File: src/rtl/pfc_pkg.sv
// Package: types, register map and fault reason codes for the classifier
package pfc_pkg;

  localparam int PASID_W = 20;
  localparam int ADDR_W = 64;
  localparam int RSVD_W = 64;
  localparam int LEVELS = 4;
  localparam int CODE_W = 8;

  // Fault reason codes
  localparam logic [CODE_W-1:0] FR_NONE = 8'h00;
  localparam logic [CODE_W-1:0] FR_CTX_RSVD = 8'h0b;
  localparam logic [CODE_W-1:0] FR_SL_RSVD = 8'h0c;
  localparam logic [CODE_W-1:0] FR_NO_PASID_EN = 8'h10;
  localparam logic [CODE_W-1:0] FR_PASID_RANGE = 8'h11;
  localparam logic [CODE_W-1:0] FR_PE_ABSENT = 8'h12;
  localparam logic [CODE_W-1:0] FR_PE_RSVD = 8'h13;
  localparam logic [CODE_W-1:0] FR_NONCANON = 8'h14;
  localparam logic [CODE_W-1:0] FR_FL_TOP_FETCH = 8'h15;
  localparam logic [CODE_W-1:0] FR_FL_RSVD = 8'h16;
  localparam logic [CODE_W-1:0] FR_FL_FETCH = 8'h17;
  localparam logic [CODE_W-1:0] FR_EXEC_DENY = 8'h18;
  localparam logic [CODE_W-1:0] FR_EXEC_REQ_OFF = 8'h19;
  localparam logic [CODE_W-1:0] FR_SUPV_REQ_OFF = 8'h1a;
  localparam logic [CODE_W-1:0] FR_ROOT_TYPE = 8'h1b;
  localparam logic [CODE_W-1:0] FR_NEST_LO = 8'h04;
  localparam logic [CODE_W-1:0] FR_NEST_HI = 8'h06;

  // Canonical address check bounds
  localparam int CANON_HI = 63;
  localparam int CANON_LO = 48;
  localparam int CANON_SIGN = 47;

  // Register byte offsets
  localparam logic [7:0] REG_CTRL = 8'h00;
  localparam logic [7:0] REG_STATUS = 8'h04;
  localparam logic [7:0] REG_MASK = 8'h08;
  localparam logic [7:0] REG_LAST = 8'h0c;
  localparam logic [7:0] REG_COUNT = 8'h10;

  // Field positions and widths
  localparam int CTRL_RTT_BIT = 0;
  localparam int CTRL_XEN_BIT = 1;
  localparam int EV_W = 3;
  localparam int EV_ANY = 0;
  localparam int EV_QUAL = 1;
  localparam int EV_NONQUAL = 2;
  localparam int LAST_QUAL_BIT = 8;
  localparam logic [1:0] RESP_OKAY = 2'b00;
  localparam logic [1:0] RESP_SLVERR = 2'b10;

  typedef struct packed {
    logic [PASID_W-1:0] pasid;
    logic [ADDR_W-1:0] addr;
    logic exec_req;        // execute_requested_flag
    logic priv_req;        // privileged_mode_flag
    logic is_read;
  } pfc_req_s;

  typedef struct packed {
    logic present;
    logic process_space_id_enable;
    logic [2:0] id_table_size_field;
    logic execute_request_enable;
    logic supervisor_request_enable;
    logic nested;
    logic [RSVD_W-1:0] rsvd;
  } pfc_ctx_s;

  typedef struct packed {
    logic present;
    logic [RSVD_W-1:0] rsvd;
  } pfc_pe_s;

  typedef struct packed {
    logic used;
    logic present;
    logic exec_dis;
    logic [RSVD_W-1:0] rsvd;
  } pfc_fl_s;

  typedef struct packed {
    logic used;
    logic rd;
    logic wr;
    logic ex;
    logic [RSVD_W-1:0] rsvd;
  } pfc_sl_s;

  typedef struct packed {
    pfc_ctx_s ctx;
    pfc_pe_s pe;
    pfc_fl_s [LEVELS-1:0] fl;
    pfc_sl_s [LEVELS-1:0] sl;
    logic fl_top_fetch_err;
    logic [LEVELS-1:0] fl_fetch_err;
    logic [LEVELS-1:0] nest_fault;
    logic [CODE_W-1:0] nest_code;
  } pfc_walk_s;

  typedef struct packed {
    logic [CODE_W-1:0] code;
    logic qualified;
    logic unsupported;
  } pfc_res_s;

endpackage

File: src/rtl/pfc_fault_classifier.sv
// Fault classifier for untranslated requests with a process-space ID
//
// The implementer's own choices: the register offsets and the AXI4-Lite interface to the registers.
`timescale 1ns/1ps

module pfc_fault_classifier
  import pfc_pkg::*;
#(
  parameter int PTS_BASE = 5,
  parameter bit EXEC_SUPPORTED = 1'b1
) (
  // Clock and reset
  input wire logic aclk,
  input wire logic aresetn,
  // Request and walk results from the translation pipeline
  input wire logic req_valid,
  output logic req_ready,
  input wire pfc_req_s req,
  input wire pfc_walk_s walk,
  // Classification result
  output logic res_valid,
  output pfc_res_s res,
  output logic res_fault,
  // AXI4-Lite write address
  input wire logic [7:0] s_axi_awaddr,
  input wire logic s_axi_awvalid,
  output logic s_axi_awready,
  // AXI4-Lite write data
  input wire logic [31:0] s_axi_wdata,
  input wire logic [3:0] s_axi_wstrb,
  input wire logic s_axi_wvalid,
  output logic s_axi_wready,
  // AXI4-Lite write response
  output logic [1:0] s_axi_bresp,
  output logic s_axi_bvalid,
  input wire logic s_axi_bready,
  // AXI4-Lite read address
  input wire logic [7:0] s_axi_araddr,
  input wire logic s_axi_arvalid,
  output logic s_axi_arready,
  // AXI4-Lite read data
  output logic [31:0] s_axi_rdata,
  output logic [1:0] s_axi_rresp,
  output logic s_axi_rvalid,
  input wire logic s_axi_rready,
  // Interrupt
  output logic irq
);

  // Software state
  logic root_table_type_flag;
  logic exec_sw_enable;
  logic [EV_W-1:0] status;
  logic [EV_W-1:0] mask;
  logic [CODE_W-1:0] last_code;
  logic last_qual;
  logic [31:0] fault_count;

  // Bus slave state
  logic aw_held;
  logic w_held;
  logic [7:0] aw_addr;
  logic [31:0] w_data;
  logic [3:0] w_strb;
  logic wr_fire;
  logic wr_ok;
  logic [EV_W-1:0] status_clr;

  // Classification
  logic exec_active;
  logic [PASID_W:0] pasid_limit;
  logic canon_ok;
  logic sl_perm;
  logic exec_miss;
  logic [CODE_W-1:0] next_code;
  logic next_qual;
  logic hit;
  logic [EV_W-1:0] ev;

  // Classifier never stalls
  // Every check settles within one cycle, so no back-pressure
  assign req_ready = 1'b1;

  // Execute bit is meaningful only if built in and turned on
  // Otherwise a stray execute bit must neither grant nor fault
  assign exec_active = EXEC_SUPPORTED & exec_sw_enable;

  // Largest ID allowed by the table-size field, plus one
  // One bit wider than the ID so the largest size cannot wrap to zero
  assign pasid_limit = (PASID_W + 1)'(1) <<
      (walk.ctx.id_table_size_field + PTS_BASE[PASID_W:0]);

  // Bits 63:48 must all copy bit 47
  // Checked on the raw request address, after the context and ID-table checks, ahead of the first-level walk results
  assign canon_ok = (req.addr[CANON_HI:CANON_LO] ==
      {(CANON_HI - CANON_LO + 1){req.addr[CANON_SIGN]}});

  // Missing execute permission on the walked path
  always_comb begin
    exec_miss = 1'b0;
    // First level: any used entry on the path with execute disabled
    for (int i = 0; i < LEVELS; i++) begin
      if (walk.fl[i].used && walk.fl[i].exec_dis) begin
        exec_miss = 1'b1;
      end
    end
    // Final page of the nested second level
    if (walk.ctx.nested && walk.sl[0].used && exec_active && !walk.sl[0].ex) begin
      exec_miss = 1'b1;
    end
  end

  // Priority walk: the first failing check decides the code
  always_comb begin
    // Defaults: no fault, not qualified
    next_code = FR_NONE;
    next_qual = 1'b0;
    sl_perm = 1'b0;
    // Wrong root table type: nothing below it can be trusted
    if (!root_table_type_flag) begin
      next_code = FR_ROOT_TYPE;
      next_qual = 1'b0;
    end else if (walk.ctx.present && (walk.ctx.rsvd != '0)) begin
      // Context-entry checks; only a present entry is examined
      next_code = FR_CTX_RSVD;
    end else if (walk.ctx.present && !walk.ctx.process_space_id_enable) begin
      next_code = FR_NO_PASID_EN;
    end else if (walk.ctx.present && ({1'b0, req.pasid} >= pasid_limit)) begin
      next_code = FR_PASID_RANGE;
    end else if (walk.ctx.present && req.exec_req && !walk.ctx.execute_request_enable) begin
      // Request flags against the context enables, still at context level
      next_code = FR_EXEC_REQ_OFF;
      next_qual = 1'b1;
    end else if (walk.ctx.present && req.priv_req &&
        !walk.ctx.supervisor_request_enable) begin
      next_code = FR_SUPV_REQ_OFF;
      next_qual = 1'b1;
    end else if (!walk.pe.present) begin
      // ID-table entry checks
      next_code = FR_PE_ABSENT;
    end else if (walk.pe.rsvd != '0) begin
      next_code = FR_PE_RSVD;
    end else if (!canon_ok) begin
      // Address shape, then the fetch of the top first-level entry
      next_code = FR_NONCANON;
    end else if (walk.fl_top_fetch_err) begin
      next_code = FR_FL_TOP_FETCH;
      next_qual = 1'b1;
    end else begin
      // First-level walk from the top entry down; stop at first fault
      for (int i = LEVELS - 1; i >= 0; i--) begin
        // Levels the walk did not reach are skipped
        if (next_code == FR_NONE && walk.fl[i].used) begin
          // A nested fault hides the fetch error that it caused
          if (walk.ctx.nested && walk.nest_fault[i] &&
              walk.nest_code >= FR_NEST_LO && walk.nest_code <= FR_NEST_HI) begin
            next_code = walk.nest_code;
            next_qual = 1'b1;
          end else if (i < LEVELS - 1 && walk.fl_fetch_err[i]) begin
            // The top level has its own fetch code
            next_code = FR_FL_FETCH;
            next_qual = 1'b1;
          end else if (walk.fl[i].present && (walk.fl[i].rsvd != '0)) begin
            next_code = FR_FL_RSVD;
            next_qual = 1'b1;
          end
        end
      end
      // Second-level entries for the final page
      for (int i = LEVELS - 1; i >= 0; i--) begin
        // Permission bits decide whether reserved bits count at all
        sl_perm = walk.sl[i].rd | walk.sl[i].wr | (walk.sl[i].ex & exec_active);
        if (next_code == FR_NONE && walk.sl[i].used && sl_perm &&
            (walk.sl[i].rsvd != '0)) begin
          next_code = FR_SL_RSVD;
        end
      end
      // Execute denial last, once the whole walk is clean
      if (next_code == FR_NONE && req.is_read && req.exec_req && exec_miss) begin
        next_code = FR_EXEC_DENY;
        next_qual = 1'b1;
      end
    end
  end

  // Fault only when a request is really present this cycle
  assign hit = req_valid && (next_code != FR_NONE);

  // Result register, one cycle after the request
  // Code and flags hold until the next request
  always_ff @(posedge aclk) begin
    if (!aresetn) begin
      res_valid <= 1'b0;
      res <= '0;
      res_fault <= 1'b0;
    end else begin
      // Pulses follow the request by one cycle
      res_valid <= req_valid;
      res_fault <= hit;
      if (req_valid) begin
        res.code <= next_code;
        res.qualified <= next_qual;
        res.unsupported <= (next_code != FR_NONE);
      end
    end
  end

  // Last fault and fault counter
  // Last fault is what software reads after the interrupt
  // Counter wraps at the top; software works with differences
  always_ff @(posedge aclk) begin
    if (!aresetn) begin
      last_code <= FR_NONE;
      last_qual <= 1'b0;
      fault_count <= '0;
    end else if (hit) begin
      last_code <= next_code;
      last_qual <= next_qual;
      fault_count <= fault_count + 32'h0000_0001;
    end
  end

  // Events for the interrupt status
  // One event per class, all raised with the result
  assign ev[EV_ANY] = hit;
  assign ev[EV_QUAL] = hit & next_qual;
  assign ev[EV_NONQUAL] = hit & ~next_qual;

  // Write channel acceptance, address and data in either order
  // Each half is refused while held or while a response waits
  assign s_axi_awready = !aw_held && !s_axi_bvalid;
  assign s_axi_wready = !w_held && !s_axi_bvalid;

  // Write address capture
  // Address kept until the write is done
  always_ff @(posedge aclk) begin
    if (!aresetn) begin
      aw_held <= 1'b0;
      aw_addr <= '0;
    end else if (s_axi_awvalid && s_axi_awready) begin
      aw_held <= 1'b1;
      aw_addr <= s_axi_awaddr;
    end else if (wr_fire) begin
      aw_held <= 1'b0;
    end
  end

  // Write data capture
  // Data and strobes kept until the write is done
  always_ff @(posedge aclk) begin
    if (!aresetn) begin
      w_held <= 1'b0;
      w_data <= '0;
      w_strb <= '0;
    end else if (s_axi_wvalid && s_axi_wready) begin
      w_held <= 1'b1;
      w_data <= s_axi_wdata;
      w_strb <= s_axi_wstrb;
    end else if (wr_fire) begin
      w_held <= 1'b0;
    end
  end

  // Both halves held: perform the write
  assign wr_fire = aw_held && w_held;
  // Known offsets; read-only ones answer OKAY and keep their value
  assign wr_ok = (aw_addr == REG_CTRL) || (aw_addr == REG_STATUS) || (aw_addr == REG_MASK) ||
      (aw_addr == REG_LAST) || (aw_addr == REG_COUNT);

  // Write response
  // Response stands until the master is ready
  always_ff @(posedge aclk) begin
    if (!aresetn) begin
      s_axi_bvalid <= 1'b0;
      s_axi_bresp <= RESP_OKAY;
    end else if (wr_fire) begin
      s_axi_bvalid <= 1'b1;
      s_axi_bresp <= wr_ok ? RESP_OKAY : RESP_SLVERR;
    end else if (s_axi_bready) begin
      s_axi_bvalid <= 1'b0;
    end
  end

  // Control register
  // Root table type clears at reset, so every request faults until set
  // Only byte 0 carries fields, so only its strobe matters
  always_ff @(posedge aclk) begin
    if (!aresetn) begin
      root_table_type_flag <= 1'b0;
      exec_sw_enable <= 1'b0;
    end else if (wr_fire && aw_addr == REG_CTRL && w_strb[0]) begin
      root_table_type_flag <= w_data[CTRL_RTT_BIT];
      exec_sw_enable <= w_data[CTRL_XEN_BIT];
    end
  end

  // Mask register
  // Mask bits match the status layout
  always_ff @(posedge aclk) begin
    if (!aresetn) begin
      mask <= '0;
    end else if (wr_fire && aw_addr == REG_MASK && w_strb[0]) begin
      mask <= w_data[EV_W-1:0];
    end
  end

  // Sticky status, write one to clear; a new event wins over the clear
  assign status_clr = (wr_fire && aw_addr == REG_STATUS && w_strb[0]) ?
      w_data[EV_W-1:0] : '0;

  // Status register
  always_ff @(posedge aclk) begin
    if (!aresetn) begin
      status <= '0;
    end else begin
      status <= (status & ~status_clr) | ev;
    end
  end

  // Level interrupt from unmasked status
  assign irq = |(status & mask);

  // Read channel: answer one cycle after the address is taken
  // Address is taken only while no read data waits
  // Unmapped offsets answer SLVERR with zero data
  assign s_axi_arready = !s_axi_rvalid;

  always_ff @(posedge aclk) begin
    if (!aresetn) begin
      s_axi_rvalid <= 1'b0;
      s_axi_rdata <= '0;
      s_axi_rresp <= RESP_OKAY;
    end else if (s_axi_arvalid && s_axi_arready) begin
      s_axi_rvalid <= 1'b1;
      s_axi_rresp <= RESP_OKAY;
      case (s_axi_araddr)
        REG_CTRL: begin
          s_axi_rdata <= '0;
          s_axi_rdata[CTRL_RTT_BIT] <= root_table_type_flag;
          s_axi_rdata[CTRL_XEN_BIT] <= exec_sw_enable;
        end
        REG_STATUS: s_axi_rdata <= {{(32 - EV_W){1'b0}}, status};
        REG_MASK: s_axi_rdata <= {{(32 - EV_W){1'b0}}, mask};
        REG_LAST: begin
          // Code in the low byte, class flag above it
          s_axi_rdata <= {24'h000000, last_code};
          s_axi_rdata[LAST_QUAL_BIT] <= last_qual;
        end
        REG_COUNT: s_axi_rdata <= fault_count;
        default: begin
          s_axi_rdata <= '0;
          s_axi_rresp <= RESP_SLVERR;
        end
      endcase
    end else if (s_axi_rready) begin
      s_axi_rvalid <= 1'b0;
    end
  end

endmodule

File: config.mk
export PLATFORM = sky130hd
export DESIGN_NAME = pfc_fault_classifier
export DESIGN_NICKNAME = d
export VERILOG_FILES = /design/src/rtl/pfc_pkg.sv /design/src/rtl/pfc_fault_classifier.sv
export SDC_FILE = /design/constraint.sdc
export NUM_CORES = 1
export LEC_CHECK = 0
export BUFFER_PORTS_ARGS = -buffer_cell sky130_fd_sc_hd__buf_2
export CAP_MARGIN = 10
export CORE_AREA = 8 8 347 349
export DETAILED_ROUTE_END_ITERATION = 16
export DIE_AREA = 0 0 355 357
export GPL_TIMING_DRIVEN = 0
export MAX_ROUTING_LAYER = met4
export SYNTH_ARGS = -nofsm -noshare
export SYNTH_HDL_FRONTEND = slang
export SYNTH_SLANG_ARGS = --single-unit
File: constraint.sdc
create_clock -name aclk -period 4 [get_ports aclk]
set_input_delay 0.8 -clock aclk [delete_from_list [all_inputs] [get_ports aclk]]
set_output_delay 0.8 -clock aclk [all_outputs]
set_load 0.05 [all_outputs]
; After elaboration in Yosys (flattened, before gate mapping)
; Index checks and enable logic that the tools add are counted.
[totals]
reg_bits = 113
input_bits = 841
output_inout_bits = 55
elab_cells = 308
[op_classes]
add_sub_neg = 2
n_lt_le_gt_ge = 3
eq_ne = 9
shifts = 1
muxes = 152
bitwise_logic = 19
reduce_logical = 100
[op_table]
columns = operator, n
row1 = $mux 8, 109
row2 = $reduce_bool 64->1, 10
row3 = $pmux 32 s5, 1
row4 = $logic_not 8->1, 10
row5 = $logic_and 1x1->1, 61
row6 = $mux 1, 38
row7 = $add 32x1->32 const B, 1
row8 = $eq 8x4->1 const B, 4
row9 = $ge 20x21->1, 1
row10 = $shl 1x4->21 const A, 1
row11 = $eq 16x16->1, 1
row12 = $eq 8x3->1 const B, 2
row13 = $eq 8x5->1 const B, 2
row14 = $ge 8x3->1 const B, 1
row15 = $le 8x3->1 const B, 1
row16 = $logic_not 1->1, 8
row17 = $or 1x1->1, 8
row18 = $reduce_bool 2->1, 4
row19 = $reduce_bool 8->1, 1
row20 = $and 1x1->1, 6
row21 = $and 3x3->3, 2
row22 = $mux 5, 1
row23 = $reduce_or 5->1, 1
row24 = $add 3x3->4 const B, 1
row25 = other kinds (7), 11

; Depth between registers and ports, before layout
[depth]
ltp_word = 136
depth_mapped = 16

; Worst setup path before layout
; Ideal clock, no wire load.
[synth_timing]
kind = in2reg
start = input walk[5] (netlist bit)
end = register fault_count[0]
setup_time_ns = 0.128
arrival_ns = 3.825
t_required_ns = 3.872
path_slack_ns = 0.047
stages = 13
path_buffers = 2
path_cell_list = nor4b_4 > and4_1 > nor2_1 > a211oi_2 > mux2i_1 > o2111ai_1 > a2111oi_0 > a21boi_1 > a21o_4 > clkbuf_1 > buf_2 > xor2_1 > nor2_1
[synth_via]
elab_chain_cells = 134
elab_cells_between_ends = 147
cone_classes = order compare (2) / mux (109) / reduce/logical (36)
[synth_lines]
columns = element, line_no
row1 = "start, declared", pfc_fault_classifier.sv:19  ; input wire pfc_walk_s walk,
row2 = $ge 8x3->1, pfc_fault_classifier.sv:156  ; walk.nest_code >= FR_NEST_LO && walk.nest_code <= FR_NEST_HI) begin
row3 = $logic_and 1x1->1, pfc_fault_classifier.sv:155  ; if (walk.ctx.nested && walk.nest_fault[i] &&
row4 = $logic_and 1x1->1, pfc_fault_classifier.sv:156
row5 = $mux 8, pfc_fault_classifier.sv:155
row6 = $mux 8, pfc_fault_classifier.sv:153  ; if (next_code == FR_NONE && walk.fl[i].used) begin
row7 = $mux 8, pfc_fault_classifier.sv:146  ; end else if (walk.fl_top_fetch_err) begin
row8 = $mux 8, pfc_fault_classifier.sv:143  ; end else if (!canon_ok) begin
row9 = $mux 8, pfc_fault_classifier.sv:141  ; end else if (walk.pe.rsvd != '0) begin
row10 = [... 118 more ...], --
row11 = $mux 8 *, pfc_fault_classifier.sv:134  ; end else if (walk.ctx.present && req.priv_req &&
row12 = $mux 8 *, pfc_fault_classifier.sv:130  ; end else if (walk.ctx.present && req.exec_req && !walk.ctx.execute_request_enable) begin
row13 = $mux 8 *, pfc_fault_classifier.sv:128  ; end else if (walk.ctx.present && ({1'b0, req.pasid} >= pasid_limit)) begin
row14 = $mux 8 *, pfc_fault_classifier.sv:126  ; end else if (walk.ctx.present && !walk.ctx.process_space_id_enable) begin
row15 = $mux 8 *, pfc_fault_classifier.sv:123  ; end else if (walk.ctx.present && (walk.ctx.rsvd != '0)) begin
row16 = $mux 8 *, pfc_fault_classifier.sv:120  ; if (!root_table_type_flag) begin
row17 = $reduce_bool 8->1 *, pfc_fault_classifier.sv:187  ; assign hit = req_valid && (next_code != FR_NONE);
row18 = $logic_and 1x1->1 *, pfc_fault_classifier.sv:187
row19 = "end signal, assigned", pfc_fault_classifier.sv:219  ; fault_count <= fault_count + 32'h0000_0001;
row20 = "end, declared", pfc_fault_classifier.sv:57  ; logic [31:0] fault_count;
; Mark *: on every way between the ends. The rest lies on a longest branch, timed or not. The select of a mux whose other input is x is not followed.
; A chain may end at the register's enable or synchronous reset.

; Final worst setup path
[layout_timing]
start = input walk[474] (netlist bit)
end = register fault_count[15]
[layout_via]
elab_chain_cells = 121
elab_cells_between_ends = 125
cone_classes = mux (97) / reduce/logical (28)
[layout_lines]
columns = element, line_no
row1 = $reduce_bool 64->1 *, pfc_fault_classifier.sv:163  ; end else if (walk.fl[i].present && (walk.fl[i].rsvd != '0)) begin
row2 = $logic_and 1x1->1 *, pfc_fault_classifier.sv:163
row3 = $mux 8 *, pfc_fault_classifier.sv:163
row4 = $mux 8 *, pfc_fault_classifier.sv:159  ; end else if (i < LEVELS - 1 && walk.fl_fetch_err[i]) begin
row5 = $mux 8 *, pfc_fault_classifier.sv:155
row6 = $mux 8 *, pfc_fault_classifier.sv:153
row7 = $mux 8 *, pfc_fault_classifier.sv:146
row8 = $mux 8 *, pfc_fault_classifier.sv:143
row9 = [... 105 more ...], --
row10 = $mux 8 *, pfc_fault_classifier.sv:134
row11 = $mux 8 *, pfc_fault_classifier.sv:130
row12 = $mux 8 *, pfc_fault_classifier.sv:128
row13 = $mux 8 *, pfc_fault_classifier.sv:126
row14 = $mux 8 *, pfc_fault_classifier.sv:123
row15 = $mux 8 *, pfc_fault_classifier.sv:120
row16 = $reduce_bool 8->1 *, pfc_fault_classifier.sv:187
row17 = $logic_and 1x1->1 *, pfc_fault_classifier.sv:187
; Marks and branches as above.

==> results.txt <==
outcome = finished with violations
failing checks = negative setup slack
number of synthesized flops with an enable pin = 0
total gr overflow = 0
post-route cell area = 14,700 um^2
post-route DRC violation count = 0
post-route setup slack = -0.105 ns
die area = 127,000 um^2
fill count = 13,400
Clock Skews = 0.0149 ns
Synth cell types = 68
RSZ-0062 raised after global routing = true
Core ar. = 115,000 um^2
Die H = 357 um
GRT Util Overall = 12.2%
clock sink total = 111
Req. time, crit path = 4.31 ns
sum of negative setup slack = -0.805 ns
top-count cell post-synth = nor4_1
CP Launch Point = walk[474]
share of layout cells above drive strength 1 = 54.1%
crit path kind = in2reg
final worst path period share = 103%
minimum clock period = 4.11 ns
WL/cell = 23.7 um
final non-filler cell total = 3,381
Post-DP HPWL = 73,400 um
worst r2r src = exec_active
Hold Path Cell Cnt = 2
Seq/Total Area, Yosys = 31.1%
arrival time at the worst endpoint = 4.42 ns
Yosys reg bits = 111
Placed Instances = 3,296
Via Count = 11,800
worst-case clock buffer depth = 2
Ys Warns = 0
Max-slew headroom = 32.6%
Async SR Flop Fraction = 0%
achievable frequency = 244 MHz
nets = 2,671
worst r2r path cells = 10
port bufs = 810
CTS tree = built
first-pass GRT wire length = 102,000 um
Mapped Cells = 943
clk root buf = clkbuf_16
P per Cell Area = 202 nW/um^2
Starting Density = 6.22%
Sequential Area = 2220 um^2
LEAKAGE = 6.04 nW
Worst Setup Start Kind = input port
worst hold slack = 0.453 ns
Hold Fails Final Rpt = 0
Yosys top cell by area = dfxtp_1
worst hold start = s_axi_rdata[23]
pin count of the biggest net entering global routing = 22
std cell rows = 125
Worst Max-Slew Pin Slew = 1.01 ns
r2r setup slk = 0.06 ns
Chip Width = 355 um
post-synth top area share = 31.1%
post-route ant nets = 0
CTS buffer count = 9
Multi-input gate area = 5420 um^2
I/O pins = 896
TritonRoute pass-1 iters = 5
Area Overhead vs Synth = 106%
Post-Syn Area = 7150 um^2
cell area after placement = 13,300 um^2
max_cap viols = 0
VDD IR-drop max = 0.190 mV
vias in the first global route = 12,300
cts hold-fix bufs = 0
initial DRC count = 742
Hold Path Class = reg2reg
Routed Wire Length = 80,000 um
Final Setup Violations = 23
DR vias/cell = 3.50
Avg Inst Size Synth = 7.59 um^2
initial antenna violation count = 59
clk_lat worst skew = 0.38 ns
clock-pin slew on the worst setup and hold paths = 0.09 ns
Post-synth top flop = dfxtp_1
Slew Viols, Final = 0
Post-synth top cells = 176 x nor4_1, 111 x dfxtp_1, 92 x nand2_1
final RePlAce weighted congestion = 0.964
H-tree levels = 3
Synth area leaders = dfxtp_1 31%, nor4_1 15%, a21oi_1 5.7%
worst-path maximum fanout = 7
Worst setup EP type = flip-flop
[final cells by class]
class / instances / area share, %
Buffer: 37 / 1.50
Multi-Input combinational cell: 782 / 36.8
Clock inverter: 7 / 0.510
Sequential cell: 111 / 15.1
Timing Repair Buffer: 850 / 30.3
Clock buffer: 9 / 1.53
Tap cell: 1524 / 13.0
Antenna cell: 39 / 0.664
Inverter: 22 / 0.561
[stage by stage]
step | util [%] | setup slack [ns] | power (mW)
finish | 12.8 | -0.105 | 2.98
global route | 12.8 | -0.191 | 3.13
CTS | 12.3 | -0.0272 | 2.98
detailed placement | 11.6 | -2.45 | 2.00
global placement | 11.4 | -4.12 | 1.99
floorplan | - | 0.0472 | 1.41
[worst paths after layout]
check                                  endpoint
worst max-delay path            fault_count[15]
worst min-delay path            s_axi_rdata[23]
worst max register to register  fault_count[15]
worst min register to register  s_axi_rdata[23]
[worst max-delay path, stage by stage]
cell	delay [ns]
buf_6	0.10
nor4_4	0.34
nand4_1	0.23
o41ai_4	0.31
buf_4	0.20
o32ai_4	0.09
mux2i_2	0.15
buf_4	0.17
or4b_4	0.47
o211a_4	0.27
a31o_4	0.26
a21o_4	0.26
buf_6	0.15
buf_4	0.13
or3_1	0.34
a21oi_1	0.15
[cell families after synthesis]
kind of cell / after synthesis / synth area share (%)
compound gates: 198 / 17.6
xor+xnor: 6 / 0.735
fa+ha+maj: 17 / 2.97
buf+inv: 59 / 3.45
flops: 111 / 31.1
mux: 24 / 3.45
other cells: 2 / 0.105
simple gates: 526 / 40.6
[power breakdown]
part | switching [mW] | internal, mW | leakage (nW)
clock | 0.483 | 0.443 | 0.148
sequential | 0.0228 | 1.13 | 0.902
combinational | 0.483 | 0.415 | 4.99
[placed cells by master, fill, tap and decap left out, types with 10 or more instances in the layout]
| master | n |
|---|---|
| buf_2 | 810 |
| nor4_1 | 144 |
| dfxtp_1 | 111 |
| nand2_1 | 91 |
| a21oi_1 | 73 |
| nor2_1 | 59 |
| nand3_1 | 54 |
| nand4_1 | 50 |
| diode_2 | 39 |
| buf_4 | 28 |
| clkbuf_1 | 24 |
| inv_1 | 22 |
| nor4_2 | 17 |
| ha_1 | 17 |
| nor4_4 | 16 |
| mux2i_1 | 16 |
| o21ai_0 | 15 |
| buf_6 | 14 |
| or3_1 | 13 |
| o21ai_1 | 13 |
| a22oi_1 | 11 |
| conb_1 | 11 |
| clkbuf_16 | 11 |
| and3_1 | 10 |
[what timing repair did]
| item | 4_1_cts | 5_1_grt |
|---|---|---|
| endpoints found under the hold margin | 0 | 0 |
| buffers inserted | 22 | 5 |
| gates cloned | 1 | 2 |
| gates resized for setup | 77 | 72 |
| setup endpoints to repair | 51 | 45 |
| pin swaps | 38 | 31 |
[routing by layer]
layer	GRT usage (%)	wire, um	vias to the layer above
met1	13.4	31500	5461
met2	20.2	37000	746
met4	3.31	2750	0
met5	-	0	-
li1	-	-	5507
met3	5.12	8730	109
[sequential cells by signal, indices dropped and copies added (netlist names)]
signal / cells
s_axi_rvalid: 1
last_qual: 1
fault_count: 32
status: 3
aw_addr: 8
last_code: 8
w_held: 1
exec_active: 1
w_strb: 1
aw_held: 1
s_axi_rresp: 1
root_table_type_flag: 1
s_axi_rdata: 32
s_axi_bresp: 1
res_valid: 1
w_data: 3
mask: 3
s_axi_bvalid: 1
res_fault: 1
res: 10
No activity file was read; power rests on OpenSTA's default activity.
